[src/fcf_regs.svh]
// Register map, field positions, reset values and timing counts of the
// fully-closed feedback block. Definitions only; included by the top.
`ifndef FCF_REGS_SVH
`define FCF_REGS_SVH
`define FCF_OFF_CTRL      12'h000
`define FCF_OFF_PITCH     12'h004
`define FCF_OFF_RES       12'h008
`define FCF_OFF_ERRLVL    12'h00c
`define FCF_OFF_STATUS    12'h010
`define FCF_OFF_MASK      12'h014
`define FCF_OFF_FBCOUNT   12'h018
`define FCF_OFF_ACTIVE    12'h01c
`define FCF_CTRL_DIR      0
`define FCF_CTRL_USE_LSB  4
`define FCF_CTRL_RESTART  8
`define FCF_ST_OVERSPEED  0
`define FCF_ST_DEVIATION  1
`define FCF_ST_CFGERR     2
`define FCF_RST_DIR       1'h0
`define FCF_RST_USAGE     3'h0
`define FCF_RST_PITCH     21'h008000
`define FCF_MIN_PITCH     21'h000004
`define FCF_MAX_PITCH     21'h100000
`define FCF_RST_RES       13'h0014
`define FCF_MIN_RES       13'h0001
`define FCF_MAX_RES       13'h1000
`define FCF_RST_ERRLVL    31'h000003e8
`define FCF_EXT_EDGES     13'h1000
`define FCF_CLK_NS        10
`define FCF_OVS_WIN_NS    10000
`define FCF_OVS_KPPS      6400
`define FCF_OVS_WIN_CYC   (`FCF_OVS_WIN_NS / `FCF_CLK_NS)
`define FCF_OVS_MAX_EDGES (`FCF_OVS_KPPS * `FCF_OVS_WIN_NS / 1000000)
`endif

[src/fcf_pkg.sv]
// Types shared by the fully-closed feedback block.
// Assumes the constants of fcf_regs.svh for widths of the fields.
package fcf_pkg;
    typedef enum logic [2:0] {
        FCF_USE_NONE = 3'h0,
        FCF_USE_FWD  = 3'h1,
        FCF_USE_RSV2 = 3'h2,
        FCF_USE_REV  = 3'h3,
        FCF_USE_RSV4 = 3'h4
    } fcf_usage_t;

    typedef struct packed {
        logic        dir_sel;
        fcf_usage_t  usage;
        logic [20:0] pitches;
        logic [12:0] res;
    } fcf_cfg_t;

    typedef struct packed {
        logic a;
        logic b;
    } fcf_quad_t;
endpackage : fcf_pkg

[src/fcf_top.sv]
// Fully-closed position feedback: load encoder counting, divided A/B/Z
// re-output, overspeed and motor-load deviation alarms, APB registers.
// Assumes all inputs synchronous to clk_i and a zero-wait APB master.
//
// Behaviour
// - Usage 1 counts load encoder up for CCW; usage 3 inverts count sense.
// - Usage 0 disables the load encoder; 2 and 4 reserved; applies at restart.
// - Direction select 0 gives CCW for forward reference, 1 gives CW.
// - Divided outputs have phase B leading phase A for forward movement.
// - Forward is the direction in which the feedback counter increments.
// - Scale pitches per revolution 4 to 1048576, default 32768, at restart.
// - Output resolution 1 to 4096 edges per pitch, default 20, at restart.
// - Raise overspeed alarm when divided edge rate exceeds 6.4 Mpps.
// - Resolution above the interpolated edges per pitch cannot be reproduced.
// - Alarm when motor-load difference exceeds level; level zero disables it. Code raises it only with usage 1 or 3.
//
// Local design decisions: the register addresses and the APB register port.
`timescale 1ns/100ps
`include "fcf_regs.svh"
`default_nettype none

module fcf_top
    import fcf_pkg::*;
(
    input  wire logic        clk_i,         // 100 MHz clock
    input  wire logic        nrst_i,        // Synchronous reset, active low
    input  wire logic        en_i,          // Clock enable, freezes all state
    input  wire logic        psel_i,        // APB select
    input  wire logic        penable_i,     // APB enable
    input  wire logic        pwrite_i,      // APB write
    input  wire logic [11:0] paddr_i,       // APB byte address
    input  wire logic [31:0] pwdata_i,      // APB write data
    output logic      [31:0] prdata_o,      // APB read data
    output logic             pready_o,      // APB ready
    output logic             pslverr_o,     // APB error, unmapped address
    input  wire fcf_quad_t   load_enc_i,    // Load encoder A/B
    input  wire logic [31:0] motor_pos_i,   // Motor position, ref units
    input  wire logic        ref_fwd_i,     // Forward reference active
    output logic             motor_ccw_o,   // Motor turns CCW
    output logic             divided_phase_a_out_o, // Divided phase A
    output logic             divided_phase_b_out_o, // Divided phase B
    output logic             divided_index_out_o,   // Divided index pulse
    output logic             irq_o          // Level interrupt
);
    fcf_cfg_t    pend;
    fcf_cfg_t    active;
    logic [30:0] err_level;
    logic [2:0]  status;
    logic [2:0]  mask;
    logic [31:0] fb_count;
    logic        restart_q;
    fcf_quad_t   enc_q;
    logic [12:0] acc;
    logic [1:0]  quad_idx;
    logic [12:0] in_pitch;
    logic [20:0] pitch_pos;
    logic [9:0]  win_cyc;
    logic [9:0]  win_edges;
    logic        ovs_hit;
    logic        dev_hit;
    logic        cfg_bad;
    fcf_cfg_t    next_active;

    wire logic wr_acc = psel_i & penable_i & pwrite_i & en_i;
    wire logic setup  = psel_i & ~penable_i & en_i;
    wire logic [2:0] st_w1c = (wr_acc && paddr_i == `FCF_OFF_STATUS)
                              ? pwdata_i[2:0] : 3'h0;

    // Quadrature decode: one valid edge is exactly one phase changing.
    wire logic a_chg  = enc_q.a ^ load_enc_i.a;
    wire logic b_chg  = enc_q.b ^ load_enc_i.b;
    wire logic edge_v = a_chg ^ b_chg;
    wire logic raw_up = enc_q.b ^ load_enc_i.a;
    wire logic cnt_on = (active.usage == FCF_USE_FWD) ||
                        (active.usage == FCF_USE_REV);
    wire logic step   = edge_v & cnt_on;
    wire logic cnt_up = raw_up ^ (active.usage == FCF_USE_REV);

    // Interpolation cannot exceed its own edges per pitch.
    wire logic [12:0] res_eff = (active.res > `FCF_EXT_EDGES)
                                ? `FCF_EXT_EDGES : active.res;
    wire logic [13:0] acc_up  = {1'b0, acc} + {1'b0, res_eff};
    wire logic [13:0] acc_dn  = {1'b0, acc} - {1'b0, res_eff};
    wire logic emit_fwd = step & cnt_up & (acc_up >= {1'b0, `FCF_EXT_EDGES});
    wire logic emit_rev = step & ~cnt_up & acc_dn[13];
    wire logic emit     = emit_fwd | emit_rev;

    wire logic [32:0] dev = {motor_pos_i[31], motor_pos_i} -
                            {fb_count[31], fb_count};
    wire logic [32:0] dev_abs = dev[32] ? (33'h0 - dev) : dev;

    // Validate the staged setting; bad fields fall back to defaults.
    always_comb begin
        next_active = pend;
        cfg_bad     = 1'b0;
        if (pend.usage != FCF_USE_NONE && pend.usage != FCF_USE_FWD &&
            pend.usage != FCF_USE_REV) begin
            next_active.usage = FCF_USE_NONE;
            cfg_bad           = 1'b1;
        end
        if (pend.pitches < `FCF_MIN_PITCH ||
            pend.pitches > `FCF_MAX_PITCH) begin
            next_active.pitches = `FCF_RST_PITCH;
            cfg_bad             = 1'b1;
        end
        if (pend.res < `FCF_MIN_RES || pend.res > `FCF_MAX_RES) begin
            next_active.res = `FCF_RST_RES;
            cfg_bad         = 1'b1;
        end
    end

    // Staged setting, written by software at any time.
    always_ff @(posedge clk_i) begin
        if (!nrst_i) begin
            pend      <= {`FCF_RST_DIR, FCF_USE_NONE, `FCF_RST_PITCH,
                          `FCF_RST_RES};
            err_level <= `FCF_RST_ERRLVL;
            mask      <= 3'h0;
            restart_q <= 1'b0;
        end else if (en_i) begin
            restart_q <= wr_acc && paddr_i == `FCF_OFF_CTRL &&
                         pwdata_i[`FCF_CTRL_RESTART];
            if (wr_acc) begin
                unique case (paddr_i)
                    `FCF_OFF_CTRL: begin
                        pend.dir_sel <= pwdata_i[`FCF_CTRL_DIR];
                        pend.usage   <= fcf_usage_t'(
                            pwdata_i[`FCF_CTRL_USE_LSB +: 3]);
                    end
                    `FCF_OFF_PITCH:  pend.pitches <= pwdata_i[20:0];
                    `FCF_OFF_RES:    pend.res     <= pwdata_i[12:0];
                    `FCF_OFF_ERRLVL: err_level    <= pwdata_i[30:0];
                    `FCF_OFF_MASK:   mask         <= pwdata_i[2:0];
                    default: ;
                endcase
            end
        end
    end

    // Working setting changes only at reset or on a restart command.
    always_ff @(posedge clk_i) begin
        if (!nrst_i) begin
            active <= {`FCF_RST_DIR, FCF_USE_NONE, `FCF_RST_PITCH,
                       `FCF_RST_RES};
        end else if (en_i && restart_q) begin
            active <= next_active;
        end
    end

    // Feedback counter and divided pulse generation.
    always_ff @(posedge clk_i) begin
        if (!nrst_i) begin
            enc_q    <= '0;
            fb_count <= 32'h0;
            acc      <= 13'h0;
            quad_idx <= 2'h0;
        end else if (en_i) begin
            enc_q <= load_enc_i;
            if (step) begin
                fb_count <= cnt_up ? fb_count + 32'h1
                                   : fb_count - 32'h1;
                if (cnt_up) begin
                    acc <= emit_fwd ? 13'(acc_up - {1'b0, `FCF_EXT_EDGES})
                                    : acc_up[12:0];
                end else begin
                    acc <= emit_rev ? 13'(acc_dn + {1'b0, `FCF_EXT_EDGES})
                                    : acc_dn[12:0];
                end
            end
            if (emit_fwd) begin
                quad_idx <= quad_idx + 2'h1;
            end else if (emit_rev) begin
                quad_idx <= quad_idx - 2'h1;
            end
        end
    end

    // Gray sequence 00,01,11,10 makes B lead A on a forward count.
    always_ff @(posedge clk_i) begin
        if (!nrst_i) begin
            divided_phase_a_out_o <= 1'b0;
            divided_phase_b_out_o <= 1'b0;
        end else if (en_i) begin
            divided_phase_a_out_o <= quad_idx[1];
            divided_phase_b_out_o <= quad_idx[1] ^ quad_idx[0];
        end
    end

    // Index once per load revolution of counted scale pitches.
    always_ff @(posedge clk_i) begin
        if (!nrst_i) begin
            in_pitch            <= 13'h0;
            pitch_pos           <= 21'h0;
            divided_index_out_o <= 1'b0;
        end else if (en_i) begin
            divided_index_out_o <= 1'b0;
            if (step && cnt_up) begin
                if (in_pitch == `FCF_EXT_EDGES - 13'h1) begin
                    in_pitch <= 13'h0;
                    if (pitch_pos == active.pitches - 21'h1) begin
                        pitch_pos           <= 21'h0;
                        divided_index_out_o <= 1'b1;
                    end else begin
                        pitch_pos <= pitch_pos + 21'h1;
                    end
                end else begin
                    in_pitch <= in_pitch + 13'h1;
                end
            end else if (step) begin
                if (in_pitch == 13'h0) begin
                    in_pitch <= `FCF_EXT_EDGES - 13'h1;
                    if (pitch_pos == 21'h0) begin
                        pitch_pos           <= active.pitches - 21'h1;
                        divided_index_out_o <= 1'b1;
                    end else begin
                        pitch_pos <= pitch_pos - 21'h1;
                    end
                end else begin
                    in_pitch <= in_pitch - 13'h1;
                end
            end
        end
    end

    // Edges are counted per fixed window; a finer window would flag
    // short bursts that the receiver absorbs anyway.
    always_ff @(posedge clk_i) begin
        if (!nrst_i) begin
            win_cyc   <= 10'h0;
            win_edges <= 10'h0;
        end else if (en_i) begin
            if (win_cyc == 10'(`FCF_OVS_WIN_CYC - 1)) begin
                win_cyc   <= 10'h0;
                win_edges <= 10'h0;
            end else begin
                win_cyc   <= win_cyc + 10'h1;
                win_edges <= win_edges + {9'h0, emit};
            end
        end
    end

    assign ovs_hit = win_edges > 10'(`FCF_OVS_MAX_EDGES);
    assign dev_hit = (err_level != 31'h0) &&
                     (dev_abs > {2'h0, err_level});

    // Sticky alarms; a new event in the clearing cycle wins.
    always_ff @(posedge clk_i) begin
        if (!nrst_i) begin
            status <= 3'h0;
        end else if (en_i) begin
            status[`FCF_ST_OVERSPEED] <= ovs_hit |
                (status[`FCF_ST_OVERSPEED] & ~st_w1c[`FCF_ST_OVERSPEED]);
            status[`FCF_ST_DEVIATION] <= (dev_hit & cnt_on) |
                (status[`FCF_ST_DEVIATION] & ~st_w1c[`FCF_ST_DEVIATION]);
            status[`FCF_ST_CFGERR] <= (restart_q & cfg_bad) |
                (status[`FCF_ST_CFGERR] & ~st_w1c[`FCF_ST_CFGERR]);
        end
    end

    always_ff @(posedge clk_i) begin
        if (!nrst_i) begin
            motor_ccw_o <= 1'b0;
        end else if (en_i) begin
            motor_ccw_o <= ref_fwd_i ^ active.dir_sel;
        end
    end

    // Read data is captured in the setup cycle and stands in the access.
    always_ff @(posedge clk_i) begin
        if (!nrst_i) begin
            prdata_o  <= 32'h0;
            pslverr_o <= 1'b0;
        end else if (setup) begin
            pslverr_o <= 1'b0;
            unique case (paddr_i)
                `FCF_OFF_CTRL:    prdata_o <= {25'h0, pend.usage,
                                               3'h0, pend.dir_sel};
                `FCF_OFF_PITCH:   prdata_o <= {11'h0, pend.pitches};
                `FCF_OFF_RES:     prdata_o <= {19'h0, pend.res};
                `FCF_OFF_ERRLVL:  prdata_o <= {1'b0, err_level};
                `FCF_OFF_STATUS:  prdata_o <= {29'h0, status};
                `FCF_OFF_MASK:    prdata_o <= {29'h0, mask};
                `FCF_OFF_FBCOUNT: prdata_o <= fb_count;
                `FCF_OFF_ACTIVE:  prdata_o <= {25'h0, active.usage,
                                               3'h0, active.dir_sel};
                default: begin
                    prdata_o  <= 32'h0;
                    pslverr_o <= 1'b1;
                end
            endcase
        end
    end

    assign pready_o = en_i;
    assign irq_o    = |(status & mask);

    a_fwd_usage_up: assert property (@(posedge clk_i) disable iff (!nrst_i)
        en_i && edge_v && active.usage == FCF_USE_FWD && raw_up
        |=> fb_count == $past(fb_count) + 32'h1)
        else $error("forward usage did not count up");
    a_rev_usage_dn: assert property (@(posedge clk_i) disable iff (!nrst_i)
        en_i && edge_v && active.usage == FCF_USE_REV && raw_up
        |=> fb_count == $past(fb_count) - 32'h1)
        else $error("reverse usage did not invert the count");
    a_off_holds: assert property (@(posedge clk_i) disable iff (!nrst_i)
        en_i && active.usage == FCF_USE_NONE |=> $stable(fb_count))
        else $error("disabled encoder still counted");
    a_cfg_restart: assert property (@(posedge clk_i) disable iff (!nrst_i)
        !(en_i && restart_q) |=> $stable(active))
        else $error("setting changed without restart");
    a_cfg_range: assert property (@(posedge clk_i) disable iff (!nrst_i)
        active.pitches >= `FCF_MIN_PITCH && active.pitches <= `FCF_MAX_PITCH
        && active.res >= `FCF_MIN_RES && active.res <= `FCF_MAX_RES
        && active.usage != FCF_USE_RSV2 && active.usage != FCF_USE_RSV4)
        else $error("working setting out of range");
    a_motor_dir: assert property (@(posedge clk_i) disable iff (!nrst_i)
        en_i ##1 en_i |-> motor_ccw_o ==
        ($past(ref_fwd_i) ^ $past(active.dir_sel)))
        else $error("motor direction wrong for reference");
    a_b_leads: assert property (@(posedge clk_i) disable iff (!nrst_i)
        en_i && emit_fwd ##1 en_i |=> (divided_phase_b_out_o !=
        $past(divided_phase_b_out_o)) == ($past(divided_phase_a_out_o, 2) ==
        $past(divided_phase_b_out_o, 2)))
        else $error("phase B does not lead on forward");
    a_res_cap: assert property (@(posedge clk_i) disable iff (!nrst_i)
        emit |-> step && res_eff <= `FCF_EXT_EDGES)
        else $error("divided edge without counted edge");
    a_ovs_alarm: assert property (@(posedge clk_i) disable iff (!nrst_i)
        en_i && win_edges > 10'(`FCF_OVS_MAX_EDGES)
        |=> status[`FCF_ST_OVERSPEED])
        else $error("overspeed alarm not raised");
    a_dev_alarm: assert property (@(posedge clk_i) disable iff (!nrst_i)
        en_i && cnt_on && err_level != 31'h0 &&
        dev_abs > {2'h0, err_level} |=> status[`FCF_ST_DEVIATION])
        else $error("deviation alarm not raised");
    a_dev_zero_off: assert property (@(posedge clk_i) disable iff (!nrst_i)
        en_i && err_level == 31'h0 && !status[`FCF_ST_DEVIATION]
        |=> !status[`FCF_ST_DEVIATION])
        else $error("deviation alarm with level zero");
endmodule : fcf_top

`default_nettype wire

[config.mk]
export PLATFORM = sky130hd
export DESIGN_NAME = fcf_top
export DESIGN_NICKNAME = d
export VERILOG_FILES = /design/src/fcf_pkg.sv /design/src/fcf_top.sv
export VERILOG_INCLUDE_DIRS = /design/src /design/src/src
export SDC_FILE = /design/constraint.sdc
export NUM_CORES = 1
export LEC_CHECK = 0
export ABC_AREA = 0
export BUFFER_PORTS_ARGS = -buffer_cell sky130_fd_sc_hd__buf_2
export CORE_MARGIN = 3
export CORE_UTILIZATION = 40
export DETAILED_ROUTE_END_ITERATION = 10
export PLACE_DENSITY = 0.67
export SLEW_MARGIN = 20
export SYNTH_ARGS = -nofsm -noshare
export SYNTH_HDL_FRONTEND = slang
export SYNTH_SLANG_ARGS = --single-unit
[constraint.sdc]
create_clock -name clk_i -period 7.25 [get_ports clk_i]
set_clock_uncertainty 0.2 [all_clocks]
set_input_delay 0.725 -clock clk_i [delete_from_list [all_inputs] [get_ports clk_i]]
set_output_delay 0.725 -clock clk_i [all_outputs]
set_load 0.01 [all_outputs]
### Word level (Yosys, flattened, before mapping)

Index checks and enable logic that the tools add are counted.

* word-level logic and storage cells: 164
* register bits after elaboration: 254
* input port bits: 85
* output and inout bits: 39

* $lt $le $gt $ge: 8
* bitwise gates (word level): 32
* reduce and logical (&&, ||, !) cells: 30
* $add $sub $neg: 17
* eq/ne operators: 15
* mux-type cells: 35

Operators with widths (count)
* 32-bit one-hot mux with 8 select lines: 1
* 21-bit two-way mux: 7
* 13-bit two-way mux: 9
* 12-bit by 5-bit == test with 1-bit output (second input constant): 4
* 21-bit by 1-bit subtractor with 21-bit output (second input constant): 2
* 33-bit by 31-bit greater-than comparator with 1-bit output: 1
* 33-bit two-way mux: 1
* 1-bit by 33-bit subtractor with 33-bit output (first input constant): 1
* 32-bit by 32-bit subtractor with 33-bit output: 1
* 32-bit by 1-bit adder with 32-bit output (second input constant): 1
* 32-bit two-way mux: 1
* 32-bit by 1-bit subtractor with 32-bit output (second input constant): 1
* 31-bit nonzero test: 1
* 13-bit greater-than comparator (second input constant): 2
* 12-bit by 4-bit == test with 1-bit output (second input constant): 2
* 21-bit by 1-bit adder with 21-bit output (second input constant): 1
* 21-bit == test: 1
* 21-bit greater-than comparator (second input constant): 1
* 21-bit logical NOT: 1
* 21-bit by 3-bit < comparator with 1-bit output (second input constant): 1
* 10-bit two-way mux: 2
* 1-bit bitwise AND: 15
* 3-bit AND reduction: 5
* 13-bit by 13-bit adder with 14-bit output: 1
* 37 further kinds: 74

### Longest topological paths before layout

* depth in word-level cells: 8
* mapped depth: 24
* gate-level depth less buffers: 24

### Worst setup path before layout

OpenSTA, ideal clock, no wires.

* path kind: input port to flip-flop
* from: input port motor_pos_i[0]
* to: register status[1]
* arrival: 5087 ps
* setup slack: 1844 ps
* stages on the path: 24
* buffers on the path: 0
* required time: 6931 ps
* library setup time: 119 ps
* cells stage by stage: inv_1 ha_1 fa_1 nand2b_1 a211oi_2 o41ai_4 a311oi_2 inv_1 nor3_1 nor4b_4 nand2_1 o31a_1 xnor2_1 ha_1 a21o_1 a21o_1 a21oi_1 o211ai_1 o21ai_0 nand3_1 a21o_1 a311oi_1 and4_1 nor4_1

* word-level cells in the longest chain between the ends: 7

RTL lines
* start, declared: RTL line fcf_top.sv:37 `input wire logic [31:0] motor_pos_i,`
* 32-bit by 32-bit subtractor with 33-bit output (*): RTL line fcf_top.sv:88 `wire logic [32:0] dev = {motor_pos_i[31], motor_pos_i} -`
* 1-bit by 33-bit subtractor with 33-bit output: RTL line fcf_top.sv:90 `wire logic [32:0] dev_abs = dev[32] ? (33'h0 - dev) : dev;`
* 33-bit two-way mux (*): RTL line fcf_top.sv:90
* 33-bit by 31-bit greater-than comparator with 1-bit output (*): RTL line fcf_top.sv:244 `(dev_abs > {2'h0, err_level});`
* 1-bit logical AND (*): RTL line fcf_top.sv:243 `assign dev_hit = (err_level != 31'h0) &&`
* 1-bit bitwise AND (*): RTL line fcf_top.sv:253 `` status[`FCF_ST_DEVIATION] <= (dev_hit & cnt_on) | ``
* 1-bit bitwise OR (*): RTL line fcf_top.sv:253
* end signal, assigned by index: RTL line fcf_top.sv:251 `` status[`FCF_ST_OVERSPEED] <= ovs_hit | ``
* end signal, assigned by index: RTL line fcf_top.sv:253
* end signal, assigned by index: RTL line fcf_top.sv:255 `` status[`FCF_ST_CFGERR] <= (restart_q & cfg_bad) | ``
* end, declared: RTL line fcf_top.sv:48 `logic [2:0] status;`

Every way passes the cells marked *; elsewhere a longest branch is shown, timed or not.
A chain may end at the register's enable or synchronous reset.

### Final worst setup path

* from: register fb_count[10]
* to: register status[1]

* word-level cells in the longest chain between the ends: 7

RTL lines
* start, declared: RTL line fcf_top.sv:50 `logic [31:0] fb_count;`
* start signal, assigned: RTL line fcf_top.sv:160 `fb_count <= cnt_up ? fb_count + 32'h1`
* 32-bit by 32-bit subtractor with 33-bit output (*): RTL line fcf_top.sv:88
* 1-bit by 33-bit subtractor with 33-bit output: RTL line fcf_top.sv:90
* 33-bit two-way mux (*): RTL line fcf_top.sv:90
* 33-bit by 31-bit greater-than comparator with 1-bit output (*): RTL line fcf_top.sv:244
* 1-bit logical AND (*): RTL line fcf_top.sv:243
* 1-bit bitwise AND (*): RTL line fcf_top.sv:253
* 1-bit bitwise OR (*): RTL line fcf_top.sv:253

Marked as above.

==> results by group <==
Clock network
  – Post-CTS Setup Repair Bufs: 0
  – CTS tree: done
  – Clk slew on worst S/H paths: 60 ps
  – Post-CTS resize count: 0
  – TritonCTS buffer count: 28
  – Clock sinks: 254
  – H-tree levels: 1
  – CTS Hold Bufs: 0
  – Clk_lat worst skew: 580 ps
  – Root buf cell: clkbuf_16
  – Max clock buf depth: 3

Critical path
  – Worst Path Required: 7540 ps
  – FF-to-FF End: status[1]
  – WS Path Type: register to register
  – WP data arrival: 6290 ps
  – Critical register-to-register path startpoint: fb_count[10]
  – Startpoint Class: register
  – CP endpoint kind: register
  – Worst reg-to-reg setup slack: 1250 ps
  – R2R depth: 22
  – Largest fanout on the critical path: 10

Die
  – Die Area: 50300 um2
  – Die span in x: 224 um
  – Num rows: 79
  – Die Span Y: 224 um
  – Initial Util: 40.7%
  – I/O pin cnt: 124
  – Core area: 46900 um2

Timing
  – Setup TNS: 0 ps
  – Worst Setup Slack, final: 1250 ps
  – Worst hold slack: 191 ps
  – Post-route minimum period: 6000 ps
  – RSZ-0062 raised after global routing: no
  – Max Clk Rate: 0.167 GHz
  – Final setup viols: 0
  – Slew Limit Fails: 0
  – Final Hold Fails: 0
  – Slew HR: 28.5%
  – Slew @ Worst Pin: 1060 ps
  – Final period util: 82.7%

Synthesis
  – Syn. warnings: 0
  – Post-synthesis register bit count: 254
  – Post-synth EDFFs: 0
  – Post-synth top flop: dfxtp_1
  – Post-synthesis sequential area ratio: 26.7%
  – Synth Cell Area: 19100 um2
  – Post-synth ARST share: 0%
  – Synth Instances: 2528
  – Syn Nets: 2745
  – Average cell area after synthesis: 7.54 um2
  – Cell variety after synth: 92

Place
  – Routability cong.: 0.948
  – Post-detail-place hpwl: 44.4 mm
  – Setup WS pre-CTS: 959 ps
  – Area post-placement: 20000 um2
  – PortBufs: 122

Cells and area
  – Share of cells above drive strength 1: 9.66%
  – Commonest non-fill, non-tap cell in the layout: nand2_1
  – Area taken by flip-flops and latches: 5080 um2
  – Final Cell Area: 21100 um2
  – Fillers: 4742
  – Area Overhead vs Synth: 10.5%
  – Nets: 2774
  – Area of the multi-input gates: 12900 um2
  – Most frequent cells in the layout: nand2_1 (370), dfxtp_1 (254), a21oi_1 (215), o21ai_0 (139), nor2_1 (139)

Outcome
  – Status: finished clean

Global route
  – Tot GR Track Use: 22.6%
  – Largest net degree at the start of global routing: 97
  – First-pass GRT wire length: 93.9 mm
  – Total congestion overflow: 0
  – Number of global-route vias before repair: 17500
  – Initial antenna violation count: 5

Power and ir drop
  – Power density over cell area: 162 nW/um2
  – Worst vdd ir: 0.000180 V
  – LEAKAGE: 8.15 nW

Route
  – WL per Instance: 18.5 um
  – Antenna viol nets, final: 0
  – DRC: 0
  – DR vias: 18600
  – DRT Wirelength: 59.2 mm
  – DR vias/cell: 5.84
  – DR iter-0 viols: 1700
  – Pre-Repair DR Iteration Count: 8

Worst hold path
  – Min-delay src: pwdata_i[23]
  – Hold endpoint: err_level[23]
  – Worst Hold Class: input pin to register
  – Worst Hold Depth: 3

Flow run
  – Max cap viols: 0
==> worst max-delay path, stage by stage, from the launching register on <==
cell and delay (ps):
dfxtp_1 550, inv_1 130, ha_1 460, nand4_1 180
a2111oi_0 520, a21oi_1 140, nand2_1 140, nor2_1 70
xor2_1 320, nor4b_2 550, nand3_1 230, o31ai_1 320
xnor2_1 120, ha_1 310, nand4_1 180, or2_2 350
nor3_1 210, o311ai_0 200, nand3_1 170, a21o_1 100
a311oi_1 40, and4_1 230, nor4_1 210
==> worst max path at each step <==
stage / startpoint / end / slack [ps] / depth (start not counted)
global placement: motor_pos_i[0] / status[1] / 1110 / 24
detailed placement: motor_pos_i[0] / status[1] / 960 / 24
floorplan: motor_pos_i[0] / status[1] / 1840 / 24
finish: fb_count[10] / status[1] / 1250 / 22
global route: fb_count[11] / status[1] / 500 / 22
CTS: fb_count[10] / status[1] / 1260 / 22
==> Yosys cell counts, types with 6 or more instances <==
cell	count	share of area (%)
nand2_1	370	7.3
dfxtp_1	254	27
a21oi_1	215	5.6
nor2_1	139	2.7
o21ai_0	139	3.7
inv_1	132	2.6
ha_1	128	8.4
clkbuf_1	116	2.3
xnor2_1	104	4.8
nand3_1	82	2.2
nor3_1	58	1.5
xor2_1	54	2.5
a22oi_1	50	2.0
and2_1	42	1.4
nor2b_1	40	1.3
a21o_1	37	1.5
nor4_1	35	1.1
nand4_1	34	1.1
a211oi_1	33	1.3
a21boi_0	33	1.3
and3_1	29	0.95
a31oi_1	27	0.89
or3_1	24	0.79
o211ai_1	23	0.91
mux2i_1	21	1.1
or4_1	18	0.71
nor3b_1	16	0.63
nand2b_1	15	0.49
o211a_1	15	0.79
a21boi_1	14	0.55
buf_1	14	0.28
o31ai_1	12	0.47
or2_2	12	0.39
nand3b_1	11	0.43
o21a_1	10	0.39
o21ai_1	10	0.26
xnor3_1	10	1.2
buf_2	9	0.24
o21bai_1	9	0.35
a222oi_1	7	0.37
a221oi_1	6	0.28
a311oi_1	6	0.28
and4_1	6	0.28
o31a_1	6	0.28
==> state kept, by name, summed over array words and instances, names as in the netlist, 2 cells and up <==
name / cells
status: 3
err_level: 31
acc: 13
active: 38
win_edges: 10
mask: 3
prdata_o: 32
quad_idx: 2
fb_count: 32
win_cyc: 10
enc_q: 2
pend: 37
pitch_pos: 21
in_pitch: 13
==> final cells by class <==
| cell class | instances | area share, % |
|---|---|---|
| clock buffers | 35 | 3.64 |
| clock inverters | 16 | 1.09 |
| well taps | 607 | 3.61 |
| repair buffers | 145 | 3.73 |
| inverters | 133 | 2.37 |
| diodes | 4 | 0.0475 |
| flip-flops and latches | 254 | 24.2 |
| multi-input cells | 1995 | 61.4 |
==> logic make-up (layout without fill, tap and decap cells) <==
kind of cell / count (synthesis) / count (layout) / share of synthesized area [%]
flops: 254 / 254 / 26.7
mux: 22 / 22 / 1.16
simple gates: 964 / 964 / 25.2
buf+inv: 279 / 329 / 5.76
compound gates: 709 / 709 / 23.9
xor+xnor: 168 / 168 / 8.44
other cells: 0 / 4 / 0
fa+ha+maj: 132 / 132 / 8.82
==> where the power goes <==
group / switching (mW) / internal, mW / leakage (nW) / total, mW
Combinational: 0.278 / 0.183 / 5.63 / 0.462
Sequential: 0.00193 / 1.40 / 2.05 / 1.40
Clock: 0.629 / 0.928 / 0.475 / 1.56
==> through the flow <==
stage	utilization, %	std cells	total power, mW
global placement	42.8	3134	1.87
global route	44.9	3188	3.55
CTS	44.9	3185	3.43
finish	44.9	3189	3.42
floorplan	-	2528	1.76
detailed placement	42.8	3134	1.89
==> per-layer routing <==
layer | GRT usage (%) | vias to the layer above | share of wire, %
met5 | 0 | - | 0.034
met1 | 30.3 | 8793 | 45
met4 | 6.21 | 2 | 2.9
met2 | 38.3 | 637 | 47
li1 | - | 9089 | -
met3 | 2.85 | 95 | 5.8
(Power assumes the default switching activity.)
